## config.mk

```make
export PLATFORM = sky130hd
export DESIGN_NAME = transceiver_state_control_regs
export DESIGN_NICKNAME = d
export VERILOG_FILES = /design/src/verilog/trx_regs_pkg.sv /design/src/verilog/reset_sync.sv /design/src/verilog/sticky_events.sv /design/src/verilog/transceiver_state_control_regs.sv
export SDC_FILE = /design/constraint.sdc
export NUM_CORES = 1
export LEC_CHECK = 0
export ABC_AREA = 1
export BUFFER_PORTS_ARGS = -buffer_cell sky130_fd_sc_hd__buf_2
export CORE_MARGIN = 4
export CORE_UTILIZATION = 30
export DETAILED_ROUTE_END_ITERATION = 8
export GPL_TIMING_DRIVEN = 0
export PLACE_DENSITY = 0.49
export SETUP_SLACK_MARGIN = 0.1
export SLEW_MARGIN = 30
export SYNTH_ARGS = -nofsm -noshare
export SYNTH_HDL_FRONTEND = slang
export SYNTH_SLANG_ARGS = --single-unit
```

## constraint.sdc

```tcl
create_clock -name core_clk -period 4.79 [get_ports core_clk]
set_clock_uncertainty 0.05 [all_clocks]
set_input_delay 0.7185 -clock core_clk [delete_from_list [all_inputs] [get_ports core_clk]]
set_output_delay 0.7185 -clock core_clk [all_outputs]
set_load 0.03 [all_outputs]
```

## src/verilog/trx_regs_pkg.sv

```systemverilog
package trx_regs_pkg;

    // ----------------------------------------------------------------
    // Register map
    // ----------------------------------------------------------------
    localparam logic [7:0] ADDR_STATE_READBACK = 8'h01;
    localparam logic [7:0] ADDR_CMD_RESULT     = 8'h02;
    localparam logic [7:0] ADDR_MP_CTRL        = 8'h04;
    localparam logic [7:0] ADDR_IRQ_STATUS     = 8'h10;
    localparam logic [7:0] ADDR_IRQ_ENABLE     = 8'h11;
    localparam logic [7:0] ADDR_IRQ_CLEAR      = 8'h12;

    localparam logic [7:0] MP_CTRL_RESET       = 8'h20;
    localparam int         MP_AUTO_FCS_BIT     = 5;

    // ----------------------------------------------------------------
    // State codes
    // ----------------------------------------------------------------
    localparam logic [4:0] ST_POWER_ON         = 5'h00;
    localparam logic [4:0] ST_RECEIVING        = 5'h01;
    localparam logic [4:0] ST_TRANSMITTING     = 5'h02;
    localparam logic [4:0] ST_LISTEN           = 5'h06;
    localparam logic [4:0] ST_IDLE_CLOCKED     = 5'h08;
    localparam logic [4:0] ST_SYNTH_LOCKED     = 5'h09;
    localparam logic [4:0] ST_SLEEP            = 5'h0f;
    localparam logic [4:0] ST_AUTO_ACK_BUSY    = 5'h11;
    localparam logic [4:0] ST_AUTO_RETRY_BUSY  = 5'h12;
    localparam logic [4:0] ST_AUTO_ACK_LISTEN  = 5'h16;
    localparam logic [4:0] ST_AUTO_RETRY_READY = 5'h19;
    localparam logic [4:0] ST_UNCLK_LISTEN     = 5'h1c;
    localparam logic [4:0] ST_UNCLK_AACK_LISTEN = 5'h1d;
    localparam logic [4:0] ST_UNCLK_AACK_BUSY  = 5'h1e;
    localparam logic [4:0] ST_SWITCHING        = 5'h1f;

    // ----------------------------------------------------------------
    // Command codes
    // ----------------------------------------------------------------
    localparam logic [4:0] CMD_NOP             = 5'h00;
    localparam logic [4:0] CMD_BEGIN_SEND      = 5'h02;
    localparam logic [4:0] CMD_FORCED_OFF      = 5'h03;
    localparam logic [4:0] CMD_FORCED_LOCK     = 5'h04;
    localparam logic [4:0] CMD_LISTEN          = 5'h06;
    localparam logic [4:0] CMD_IDLE_CLOCKED    = 5'h08;
    localparam logic [4:0] CMD_SYNTH_LOCKED    = 5'h09;
    localparam logic [4:0] CMD_AUTO_ACK_LISTEN = 5'h16;
    localparam logic [4:0] CMD_AUTO_RETRY_READY = 5'h19;

    // ----------------------------------------------------------------
    // Transaction result codes
    // ----------------------------------------------------------------
    localparam logic [2:0] RES_SUCCESS         = 3'h0;
    localparam logic [2:0] RES_PENDING         = 3'h1;
    localparam logic [2:0] RES_AWAIT_ACK       = 3'h2;
    localparam logic [2:0] RES_MEDIUM_BUSY     = 3'h3;
    localparam logic [2:0] RES_NO_ACK          = 3'h5;
    localparam logic [2:0] RES_INVALID         = 3'h7;

    // ----------------------------------------------------------------
    // Timing and event layout
    // ----------------------------------------------------------------
    localparam int         SWITCH_TIME_NS      = 200;
    localparam int         CLK_PERIOD_NS       = 20;
    localparam int         SWITCH_CYCLES       = (SWITCH_TIME_NS + CLK_PERIOD_NS - 1)
                                                 / CLK_PERIOD_NS;
    localparam int         N_EVENTS            = 4;
    localparam int         EV_STATE_DONE       = 0;
    localparam int         EV_TXN_END          = 1;
    localparam int         EV_TXN_START        = 2;
    localparam int         EV_CMD_DROPPED      = 3;

    typedef struct packed {
        logic [7:0] addr;
        logic [7:0] wdata;
        logic       wr;
        logic       rd;
    } reg_req_s;

    typedef struct packed {
        logic       done;
        logic [2:0] code;
    } txn_report_s;

endpackage : trx_regs_pkg

```

## src/verilog/reset_sync.sv

```systemverilog
`timescale 1ns/1ps
module reset_sync
(
    // Clock and raw reset
    input  wire logic core_clk,
    input  wire logic rst_n,
    // Released reset
    output logic      sync_rst_n
);
    logic stage;

    always_ff @(posedge core_clk or negedge rst_n)
    begin
        if (!rst_n)
        begin
            stage      <= 1'b0;
            sync_rst_n <= 1'b0;
        end
        else
        begin
            stage      <= 1'b1;
            sync_rst_n <= stage;
        end
    end
endmodule : reset_sync

```

## src/verilog/sticky_events.sv

```systemverilog
`timescale 1ns/1ps
module sticky_events
#(
    parameter int N = 4
)
(
    // Clock and reset
    input  wire logic         core_clk,
    input  wire logic         rst_n,
    // Events and software control
    input  wire logic [N-1:0] event_pulse,
    input  wire logic [N-1:0] clear_mask,
    input  wire logic         clear_wr,
    input  wire logic [N-1:0] enable_mask,
    // Results
    output logic [N-1:0]      status,
    output logic              irq
);
    // A new event in the clear cycle survives: set wins over clear.
    always_ff @(posedge core_clk or negedge rst_n)
    begin
        if (!rst_n)
            status <= '0;
        else
            status <= (status & ~(clear_wr ? clear_mask : '0)) | event_pulse;
    end

    always_ff @(posedge core_clk or negedge rst_n)
    begin
        if (!rst_n)
            irq <= 1'b0;
        else
            irq <= |(((status & ~(clear_wr ? clear_mask : '0)) | event_pulse) & enable_mask);
    end
endmodule : sticky_events

```

## src/verilog/transceiver_state_control_regs.sv

```systemverilog
// Implementation choice: strobed register access.
`timescale 1ns/1ps
module transceiver_state_control_regs
(
    // Clock and reset
    input  wire logic                      core_clk,
    input  wire logic                      rst_n,
    // Register port
    input  wire trx_regs_pkg::reg_req_s    req,
    output logic [7:0]                     rdata,
    // Radio core events
    input  wire logic                      sleep_request,
    input  wire logic                      wake_request,
    input  wire logic                      frame_rx_start,
    input  wire logic                      channel_check_done,
    input  wire logic                      channel_check_idle,
    input  wire trx_regs_pkg::txn_report_s txn_report,
    // Control outputs
    output logic [7:0]                     mp_control,
    output logic                           auto_fcs_enable,
    output logic [4:0]                     state_code,
    output logic                           irq
);
    import trx_regs_pkg::*;

    // ----------------------------------------------------------------
    // Reset release
    // ----------------------------------------------------------------
    logic rst_sync_n;

    reset_sync u_reset_sync
    (
        .core_clk   (core_clk),
        .rst_n      (rst_n),
        .sync_rst_n (rst_sync_n)
    );

    // ----------------------------------------------------------------
    // Register access decode
    // ----------------------------------------------------------------
    logic       asleep;
    logic       wr_ok;
    logic       rd_ok;
    logic       cmd_wr;
    logic [4:0] target;
    logic [4:0] next_target;
    logic [4:0] cur_state;
    logic [4:0] hold_cnt;
    logic       switching;
    logic       cmd_accept;
    logic       cmd_drop;
    logic       txn_start;
    logic [2:0] result;
    logic       chk_done;
    logic       chk_idle;
    logic [N_EVENTS-1:0] ev_status;
    logic [N_EVENTS-1:0] ev_enable;
    logic [N_EVENTS-1:0] ev_pulse;
    logic       state_done;
    logic       in_auto_mode;

    assign asleep = (cur_state == ST_SLEEP);
    assign wr_ok  = req.wr && !asleep;
    assign rd_ok  = req.rd && !asleep;
    assign cmd_wr = wr_ok && (req.addr == ADDR_CMD_RESULT);

    // ----------------------------------------------------------------
    // Command interpretation
    // ----------------------------------------------------------------
    // Forced lock is refused from sleep, power-on, unclocked states and
    // from any switch heading toward them.
    function automatic logic lock_blocked(input logic [4:0] st);
        lock_blocked = (st == ST_SLEEP) || (st == ST_POWER_ON) ||
                       (st == ST_UNCLK_LISTEN) || (st == ST_UNCLK_AACK_LISTEN) ||
                       (st == ST_UNCLK_AACK_BUSY);
    endfunction : lock_blocked

    always_comb
    begin
        next_target = cur_state;
        cmd_accept  = 1'b0;
        case (req.wdata[4:0])
            CMD_BEGIN_SEND:
            begin
                cmd_accept  = !switching;
                next_target = (cur_state == ST_AUTO_RETRY_READY) ? ST_AUTO_RETRY_BUSY
                            : ST_TRANSMITTING;
            end
            CMD_FORCED_OFF:
            begin
                cmd_accept  = 1'b1;
                next_target = ST_IDLE_CLOCKED;
            end
            CMD_FORCED_LOCK:
            begin
                cmd_accept  = !lock_blocked(cur_state) &&
                              !(switching && lock_blocked(target));
                next_target = ST_SYNTH_LOCKED;
            end
            CMD_LISTEN, CMD_IDLE_CLOCKED, CMD_SYNTH_LOCKED,
            CMD_AUTO_ACK_LISTEN, CMD_AUTO_RETRY_READY:
            begin
                cmd_accept  = !switching;
                next_target = req.wdata[4:0];
            end
            default:
            begin
                cmd_accept  = 1'b0;
                next_target = cur_state;
            end
        endcase
    end

    assign cmd_drop  = cmd_wr && !cmd_accept &&
                       (req.wdata[4:0] != CMD_NOP) && (req.wdata[4:0] != CMD_FORCED_OFF);
    assign txn_start = cmd_wr && cmd_accept && (next_target == ST_AUTO_RETRY_BUSY);

    // ----------------------------------------------------------------
    // State tracking
    // ----------------------------------------------------------------
    // The switch lasts a fixed settle time; a radio core would replace it.
    always_ff @(posedge core_clk or negedge rst_sync_n)
    begin
        if (!rst_sync_n)
        begin
            cur_state <= ST_IDLE_CLOCKED;
            target    <= ST_IDLE_CLOCKED;
            hold_cnt  <= '0;
            switching <= 1'b0;
        end
        else if (asleep)
        begin
            if (wake_request)
            begin
                cur_state <= ST_SWITCHING;
                target    <= ST_IDLE_CLOCKED;
                hold_cnt  <= 5'(SWITCH_CYCLES);
                switching <= 1'b1;
            end
        end
        else if (sleep_request && !switching && cur_state == ST_IDLE_CLOCKED)
            cur_state <= ST_SLEEP;
        else if (cmd_wr && cmd_accept)
        begin
            if (next_target == ST_AUTO_RETRY_BUSY || next_target == ST_TRANSMITTING)
                cur_state <= next_target;
            else
            begin
                cur_state <= ST_SWITCHING;
                hold_cnt  <= 5'(SWITCH_CYCLES);
                switching <= 1'b1;
            end
            target <= next_target;
        end
        else if (switching)
        begin
            if (hold_cnt == 5'h01)
            begin
                cur_state <= target;
                switching <= 1'b0;
            end
            hold_cnt <= hold_cnt - 5'h01;
        end
        else if (cur_state == ST_AUTO_RETRY_BUSY && txn_report.done)
            cur_state <= ST_AUTO_RETRY_READY;
        else if (cur_state == ST_TRANSMITTING && txn_report.done)
            cur_state <= ST_SYNTH_LOCKED;
        else if (cur_state == ST_LISTEN && frame_rx_start)
            cur_state <= ST_RECEIVING;
        else if (cur_state == ST_RECEIVING && txn_report.done)
            cur_state <= ST_LISTEN;
    end

    assign state_done = switching && (hold_cnt == 5'h01) && !(cmd_wr && cmd_accept);

    // ----------------------------------------------------------------
    // Transaction result and channel flags
    // ----------------------------------------------------------------
    always_ff @(posedge core_clk or negedge rst_sync_n)
    begin
        if (!rst_sync_n)
            result <= RES_SUCCESS;
        else if (txn_start)
            result <= RES_INVALID;
        else if (cur_state == ST_AUTO_RETRY_BUSY && txn_report.done)
            result <= txn_report.code;
    end

    assign in_auto_mode = (cur_state == ST_AUTO_RETRY_BUSY) ||
                          (cur_state == ST_AUTO_RETRY_READY) ||
                          (cur_state == ST_AUTO_ACK_BUSY) ||
                          (cur_state == ST_AUTO_ACK_LISTEN);

    always_ff @(posedge core_clk or negedge rst_sync_n)
    begin
        if (!rst_sync_n)
        begin
            chk_done <= 1'b0;
            chk_idle <= 1'b0;
        end
        else if (!in_auto_mode && channel_check_done)
        begin
            chk_done <= 1'b1;
            chk_idle <= channel_check_idle;
        end
    end

    // ----------------------------------------------------------------
    // Control register and interrupt enable
    // ----------------------------------------------------------------
    always_ff @(posedge core_clk or negedge rst_sync_n)
    begin
        if (!rst_sync_n)
            mp_control <= MP_CTRL_RESET;
        else if (wr_ok && req.addr == ADDR_MP_CTRL)
            mp_control <= req.wdata;
    end

    always_ff @(posedge core_clk or negedge rst_sync_n)
    begin
        if (!rst_sync_n)
            ev_enable <= '0;
        else if (wr_ok && req.addr == ADDR_IRQ_ENABLE)
            ev_enable <= req.wdata[N_EVENTS-1:0];
    end

    always_ff @(posedge core_clk or negedge rst_sync_n)
    begin
        if (!rst_sync_n)
        begin
            auto_fcs_enable <= 1'b1;
            state_code      <= ST_IDLE_CLOCKED;
        end
        else
        begin
            auto_fcs_enable <= mp_control[MP_AUTO_FCS_BIT];
            state_code      <= cur_state;
        end
    end

    // ----------------------------------------------------------------
    // Events
    // ----------------------------------------------------------------
    always_comb
    begin
        ev_pulse                 = '0;
        ev_pulse[EV_STATE_DONE]  = state_done;
        ev_pulse[EV_TXN_END]     = (cur_state == ST_AUTO_RETRY_BUSY) && txn_report.done;
        ev_pulse[EV_TXN_START]   = txn_start;
        ev_pulse[EV_CMD_DROPPED] = cmd_drop;
    end

    sticky_events #(.N(N_EVENTS)) u_events
    (
        .core_clk    (core_clk),
        .rst_n       (rst_sync_n),
        .event_pulse (ev_pulse),
        .clear_mask  (req.wdata[N_EVENTS-1:0]),
        .clear_wr    (wr_ok && req.addr == ADDR_IRQ_CLEAR),
        .enable_mask (ev_enable),
        .status      (ev_status),
        .irq         (irq)
    );

    // ----------------------------------------------------------------
    // Read data
    // ----------------------------------------------------------------
    // Reads while asleep return zero; the port never stalls.
    always_ff @(posedge core_clk or negedge rst_sync_n)
    begin
        if (!rst_sync_n)
            rdata <= 8'h00;
        else if (!rd_ok)
            rdata <= 8'h00;
        else
        begin
            case (req.addr)
                ADDR_STATE_READBACK: rdata <= {chk_done, chk_idle, 1'b0, cur_state};
                ADDR_CMD_RESULT:     rdata <= {result, 5'h00};
                ADDR_MP_CTRL:        rdata <= mp_control;
                ADDR_IRQ_STATUS:     rdata <= {{(8-N_EVENTS){1'b0}}, ev_status};
                ADDR_IRQ_ENABLE:     rdata <= {{(8-N_EVENTS){1'b0}}, ev_enable};
                default:             rdata <= 8'h00;
            endcase
        end
    end
endmodule : transceiver_state_control_regs

```

# After elaboration in Yosys (flattened, before gate mapping)
# Index checks and enable logic that the tools add are counted.
op_classes:
  n_eq_ne: 38
  order_cmp: 0
  n_shift: 0
  n_mul: 0
  n_reduce_logical: 55
  div_mod_pow: 0
  muxes: 36
  bitwise_logic: 4
  addsub: 1
ops:
  columns: ["operator", "n"]
  rows:
  - ["$mux 5", 22]
  - ["$eq 5x5->1 const B", 13]
  - ["$pmux 8 s5", 1]
  - ["$eq 5x4->1 const B", 5]
  - ["$eq 8x5->1 const B", 3]
  - ["$logic_and 1x1->1", 22]
  - ["$eq 5x2->1 const B", 4]
  - ["$pmux 5 s4", 1]
  - ["$eq 5x3->1 const B", 3]
  - ["$logic_or 1x1->1", 12]
  - ["$eq 5x1->1 const B", 2]
  - ["$logic_not 5->1", 2]
  - ["$ne 5x2->1 const B", 2]
  - ["$reduce_and 3->1", 3]
  - ["$and 4x4->4", 2]
  - ["$eq 8x1->1 const B", 1]
  - ["$eq 8x2->1 const B", 1]
  - ["$eq 8x3->1 const B", 1]
  - ["$mux 8", 1]
  - ["$reduce_bool 8->1", 1]
  - ["$logic_not 1->1", 7]
  - ["$mux 1", 7]
  - ["$mux 3", 2]
  - ["$reduce_or 6->1", 1]
  - ["13 further kinds", 15]
totals:
  latch_bits: 0
  word_cells: 150
  out_inout_bits: 23
  regBits: 54
  input_bits: 29
  romBits: 0
  n_memories: 0
  mem_bits_rw: 0

# Logic depth before layout (Yosys ltp)
logic_depth:
  word_depth: 16
  mapped_depth: 15
  ltp_nobuf: 15

# By module
# From an unflattened synthesis, not the netlist that was laid out.
hier_totals:
  cells_unflattened: 388
  area_unflattened_um2: 2977.9
by_module_without_submodules:
  columns: ["mod", "instances", "cells_per_inst", "area_per_inst_um2", "seq_area_each_um2"]
  rows:
  - ["transceiver_state_control_regs", 1, 355, 2697.6, 1182.4]
  - ["sticky_events", 1, 30, 226.5, 125.1]
  - ["reset_sync", 1, 3, 53.8, 50.0]

# Worst setup path after synthesis
# Ideal clock, no wire load.
synth_timing:
  kind: "input to register"
  startpoint: "in req[17] in the netlist's numbering"
  endpoint: "reg hold_cnt[3]"
  path_stages: 10
  arrival_time_ps: 1984
  required_time_ps: 4621
  setup_slack_ps: 2637
  n_path_buf: 0
  setup_ps: 119
  path_cell_list: "or2_4 -> nor3_4 -> nand2_2 -> nor2_2 -> a21boi_4 -> nand2_1 -> nand3_4 -> inv_2 -> o21ai_2 -> nand2_1"
synth_between:
  elab_chain_cells: 6
  elab_cells_between_ends: 9
  classes_between: "2 x eq/ne; 3 x mux; 4 x reduce/logical"
synth_rtl:
  columns: ["element", "line", "rtl"]
  rows:
  - ["start, declared", "transceiver_state_control_regs.sv:9", "input wire trx_regs_pkg::reg_req_s req,"]
  - ["$eq 8x2->1 *", "transceiver_state_control_regs.sv:65", "assign cmd_wr = wr_ok && (req.addr == ADDR_CMD_RESULT);"]
  - ["$logic_and 1x1->1 *", "transceiver_state_control_regs.sv:65", null]
  - ["$logic_and 1x1->1 *", "transceiver_state_control_regs.sv:143", "else if (cmd_wr && cmd_accept)"]
  - ["$mux 5", "transceiver_state_control_regs.sv:143", null]
  - ["$mux 5", "transceiver_state_control_regs.sv:141", "else if (sleep_request && !switching && cur_state == ST_IDLE_CLOCKED)"]
  - ["$mux 5", "transceiver_state_control_regs.sv:131", "else if (asleep)"]
  - ["end signal, assigned", "transceiver_state_control_regs.sv:137", "hold_cnt <= 5'(SWITCH_CYCLES);"]
  - ["end signal, assigned", "transceiver_state_control_regs.sv:150", "hold_cnt <= 5'(SWITCH_CYCLES);"]
  - ["end signal, assigned", "transceiver_state_control_regs.sv:162", "hold_cnt <= hold_cnt - 5'h01;"]
  - ["end, declared", "transceiver_state_control_regs.sv:48", "logic [4:0] hold_cnt;"]
# Mark *: on every way between the ends. The rest lies on a longest branch, timed or not. The select of a mux whose other input is x is not followed.
# A chain may end at the register's enable or synchronous reset.

# Worst setup path in the final report
# Ends and elaborated chain as after synthesis.

==> flow_metrics.tcl <==
set metrics [dict create \
    status "finished, final reports clean" \
    final.setup.tns_ns 0 \
    critPathCaptureType "register" \
    crit_required_ns 4.95 \
    arrival_ns 2.38 \
    layout-drive-gt1-share_pct 24.14 \
    synth_cell_types 47 \
    setup_violations 0 \
    rrSetupSlack_ns 2.63 \
    hold_viol 0 \
    grt_max_degree 38 \
    num_rows 35 \
    period_minus_slack_ns 2.228 \
    power_frac_seq_pct 43.3 \
    synth_fp_nets 406 \
    initial_core_util_pct 31.39 \
    first_pass_iters 5 \
    routedWlPerCell_um 13.77 \
    antenna_found_initial 0 \
    syn_area_per_cell_um2 7.881 \
    p_per_area_nw_per_um2 427.4 \
    cts_buffers 5 \
    viasPerCell 4.748 \
    slew_viol_final 0 \
    slowest_stage "a21boi_4" \
    nNetsFinal 465 \
    cts_resized 0 \
    antennaDiodeCount 0 \
    ioPinCount 52 \
    period_share_pct 46.50 \
    relSlewSlack_pct 56.24 \
    ir_worst_vdd_v 0.0001916 \
    cp_cell_sequence "buf_2, or2_4, nor3_4, nand2_2, nor2_2, a21boi_4, nand2_1, nand3_4, inv_2, o21ai_2, nand2_1" \
    cpMostUsedCell "nand2_1" \
    die_x_um 107.3 \
    combPwrFrac_pct 36.3 \
    cts_buffer_depth 2 \
    dieArea_um2 11500 \
    rsz0062_at_grt "false" \
    final-instance-count-excl-fill 564 \
    cts.clk_slew.worst_paths_ns 0.10 \
    clock_power_share_pct 20.4 \
    clk_latency_ns 0.30 \
    cts_tree "built" \
    ant_nets 0 \
    crit_path_start_kind "input pin" \
    drtIter0Drc 145 \
    reg2reg_depth 14 \
    criticalPathCategory "input pin to register" \
    area_growth_syn_to_layout_pct 18.63 \
    cts_hold_buf 0 \
    grt_pass1_vias 2611 \
    sw_frac_of_total_pct 39.34 \
    drt-total-wl_mm 7.768 \
    vias 2678 \
    hold_class "input pin to async pin" \
    cpPeakStageDelay_ns 0.29 \
    p_sw_uw 589.4 \
    p_int_uw 908.9 \
    r2r_start "cur_state[3]$_DFFE_PN1P_" \
    synthesis.instances 375 \
    max-cap-violations 0 \
    placed_cells 556 \
    portBuffers 51 \
    drc 0 \
    tightest_slew_ns 0.6554 \
    cp_max_fo 7 \
    timing.fmax_mhz 448.9 \
    hpwlAfterDp_mm 6.129 \
    cts_max_level 2 \
    numClockSinks 54 \
    syn-cell-area_um2 2955 \
    critPathTopFamily "simple AND/OR/NAND/NOR gates" \
    nFillCells 1003 \
    crit_buf_inv 2 \
    yosysWarnings 0 \
    synth_seq_cells 54 \
    leakage_nw 1.812 \
    r2r-end "cur_state[4]$_DFFE_PN0P_" \
    track_usage_pct 14.18 \
    register_area_um2 1361 \
    ys_seq_area_share_pct 45.94 \
    clockRootBuffer "clkbuf_8" \
    core_um2 9415 \
    post_cts_buffers 0 \
    grt_pass1_wl_mm 13.06 \
    gp_congestion 0.8479 \
    die_y_um 107.3 \
    grt-ovfl-total 0 \
    multi_input_area_um2 1416 \
]
[flip-flops by register name, indices dropped and copies added, names as in the netlist, 4 cells and up]
register / cells
cur_state: 5
ev_enable: 4
hold_cnt: 5
mp_control: 8
rdata: 8
state_code: 5
target: 5
u_events.status: 4
[cells in the mapped netlist (all sizes together)]
cell,instances,share of area [%]
a21boi,2,0.89
a21oi,7,1.2
a221oi,5,1.5
a22oi,1,0.25
and3,1,0.21
buf,2,0.42
clkbuf,1,0.13
clkinv,1,0.13
conb,1,0.13
dfrtp,49,41
dfstp,5,4.4
ha,2,0.85
inv,43,5.5
mux2,3,1.1
nand2,108,15
nand3,28,5.5
nand3b,2,0.51
nand4,8,1.9
nor2,51,7.2
nor3,4,1.2
nor3b,2,0.68
nor4,1,0.21
o211ai,1,0.25
o21ai,35,6.2
o21bai,1,0.25
o22ai,3,0.64
o311ai,1,0.55
or2,3,0.72
xnor2,2,0.59
xor2,2,0.59
[power by group through the flow]
stage               registers, mW  logic [mW]  clock network, mW
floorplan                   0.677       0.373                  0
global placement            0.659       0.531                  0
detailed placement          0.658       0.544                  0
CTS                         0.649       0.547              0.321
global route                0.663       0.621              0.341
finish                      0.649       0.543              0.306
[metrics by stage]
stage	setup WS (ns)	cell area [µm²]	total power, mW	util, %	hold slack [ns]
floorplan	2.637	2955	1.049	-	0.2812
global placement	2.283	3372	1.191	35.81	0.2856
detailed placement	2.232	3396	1.202	36.07	0.1533
CTS	2.561	3506	1.517	37.24	0.1205
global route	2.379	3506	1.625	37.24	0.1076
finish	2.562	3506	1.498	37.24	0.1291
[per-layer routing]
metal	global-route usage [%]	routed length, µm	up-vias
li1	-	-	1339
met1	19.71	3702	1258
met2	22.83	3597	71
met3	2.340	349	10
met4	3.836	118	0
met5	0	0	-
[cells in the final DEF (no fill, tap or decap), types with 5 or more instances in the layout]
cell,count
nor2_2,5
nand4_1,7
nor2_1,45
a21oi_1,7
o21ai_0,31
nand3_1,25
buf_2,52
clkbuf_8,5
inv_1,36
nand2_1,99
nand2_2,7
dfstp_2,5
inv_2,7
dfrtp_1,48
a221oi_1,5
[logic make-up (layout without fill, tap and decap cells)]
family	after synthesis	count (layout)	share of synthesized area, %
adders and majority gates	2	2	0.8466
buffers and inverters	47	107	6.139
AOI/OAI and AO/OA	56	56	11.69
xor gates and xnor gates	4	4	1.186
muxes	3	3	1.143
DFF	54	54	45.94
and+or+nand+nor	208	208	32.94
other	1	1	0.1269
[cell type report]
class	instances	share of cell area, %
clock buffers	6	2.070
repair buffers	52	7.852
multi-input cells	274	40.40
plain buffers	3	0.4640
well taps	129	4.604
inverters	44	4.711
clock inverters	2	1.071
flip-flops and latches	54	38.83
[how the worst max path moves through the flow]
stage	from	to	slack (ns)	cells after the start
2_1_floorplan	req[17]	hold_cnt[3]$_DFFE_PN0P_	2.64	10
3_3_place_gp	req[17]	hold_cnt[3]$_DFFE_PN0P_	2.28	11
3_5_place_dp	req[17]	hold_cnt[3]$_DFFE_PN0P_	2.23	11
4_1_cts	req[17]	hold_cnt[3]$_DFFE_PN0P_	2.56	11
5_1_grt	req[4]	hold_cnt[1]$_DFFE_PN0P_	2.38	12
6_report	req[17]	hold_cnt[3]$_DFFE_PN0P_	2.56	11
No activity file was read; power rests on OpenSTA's default activity.
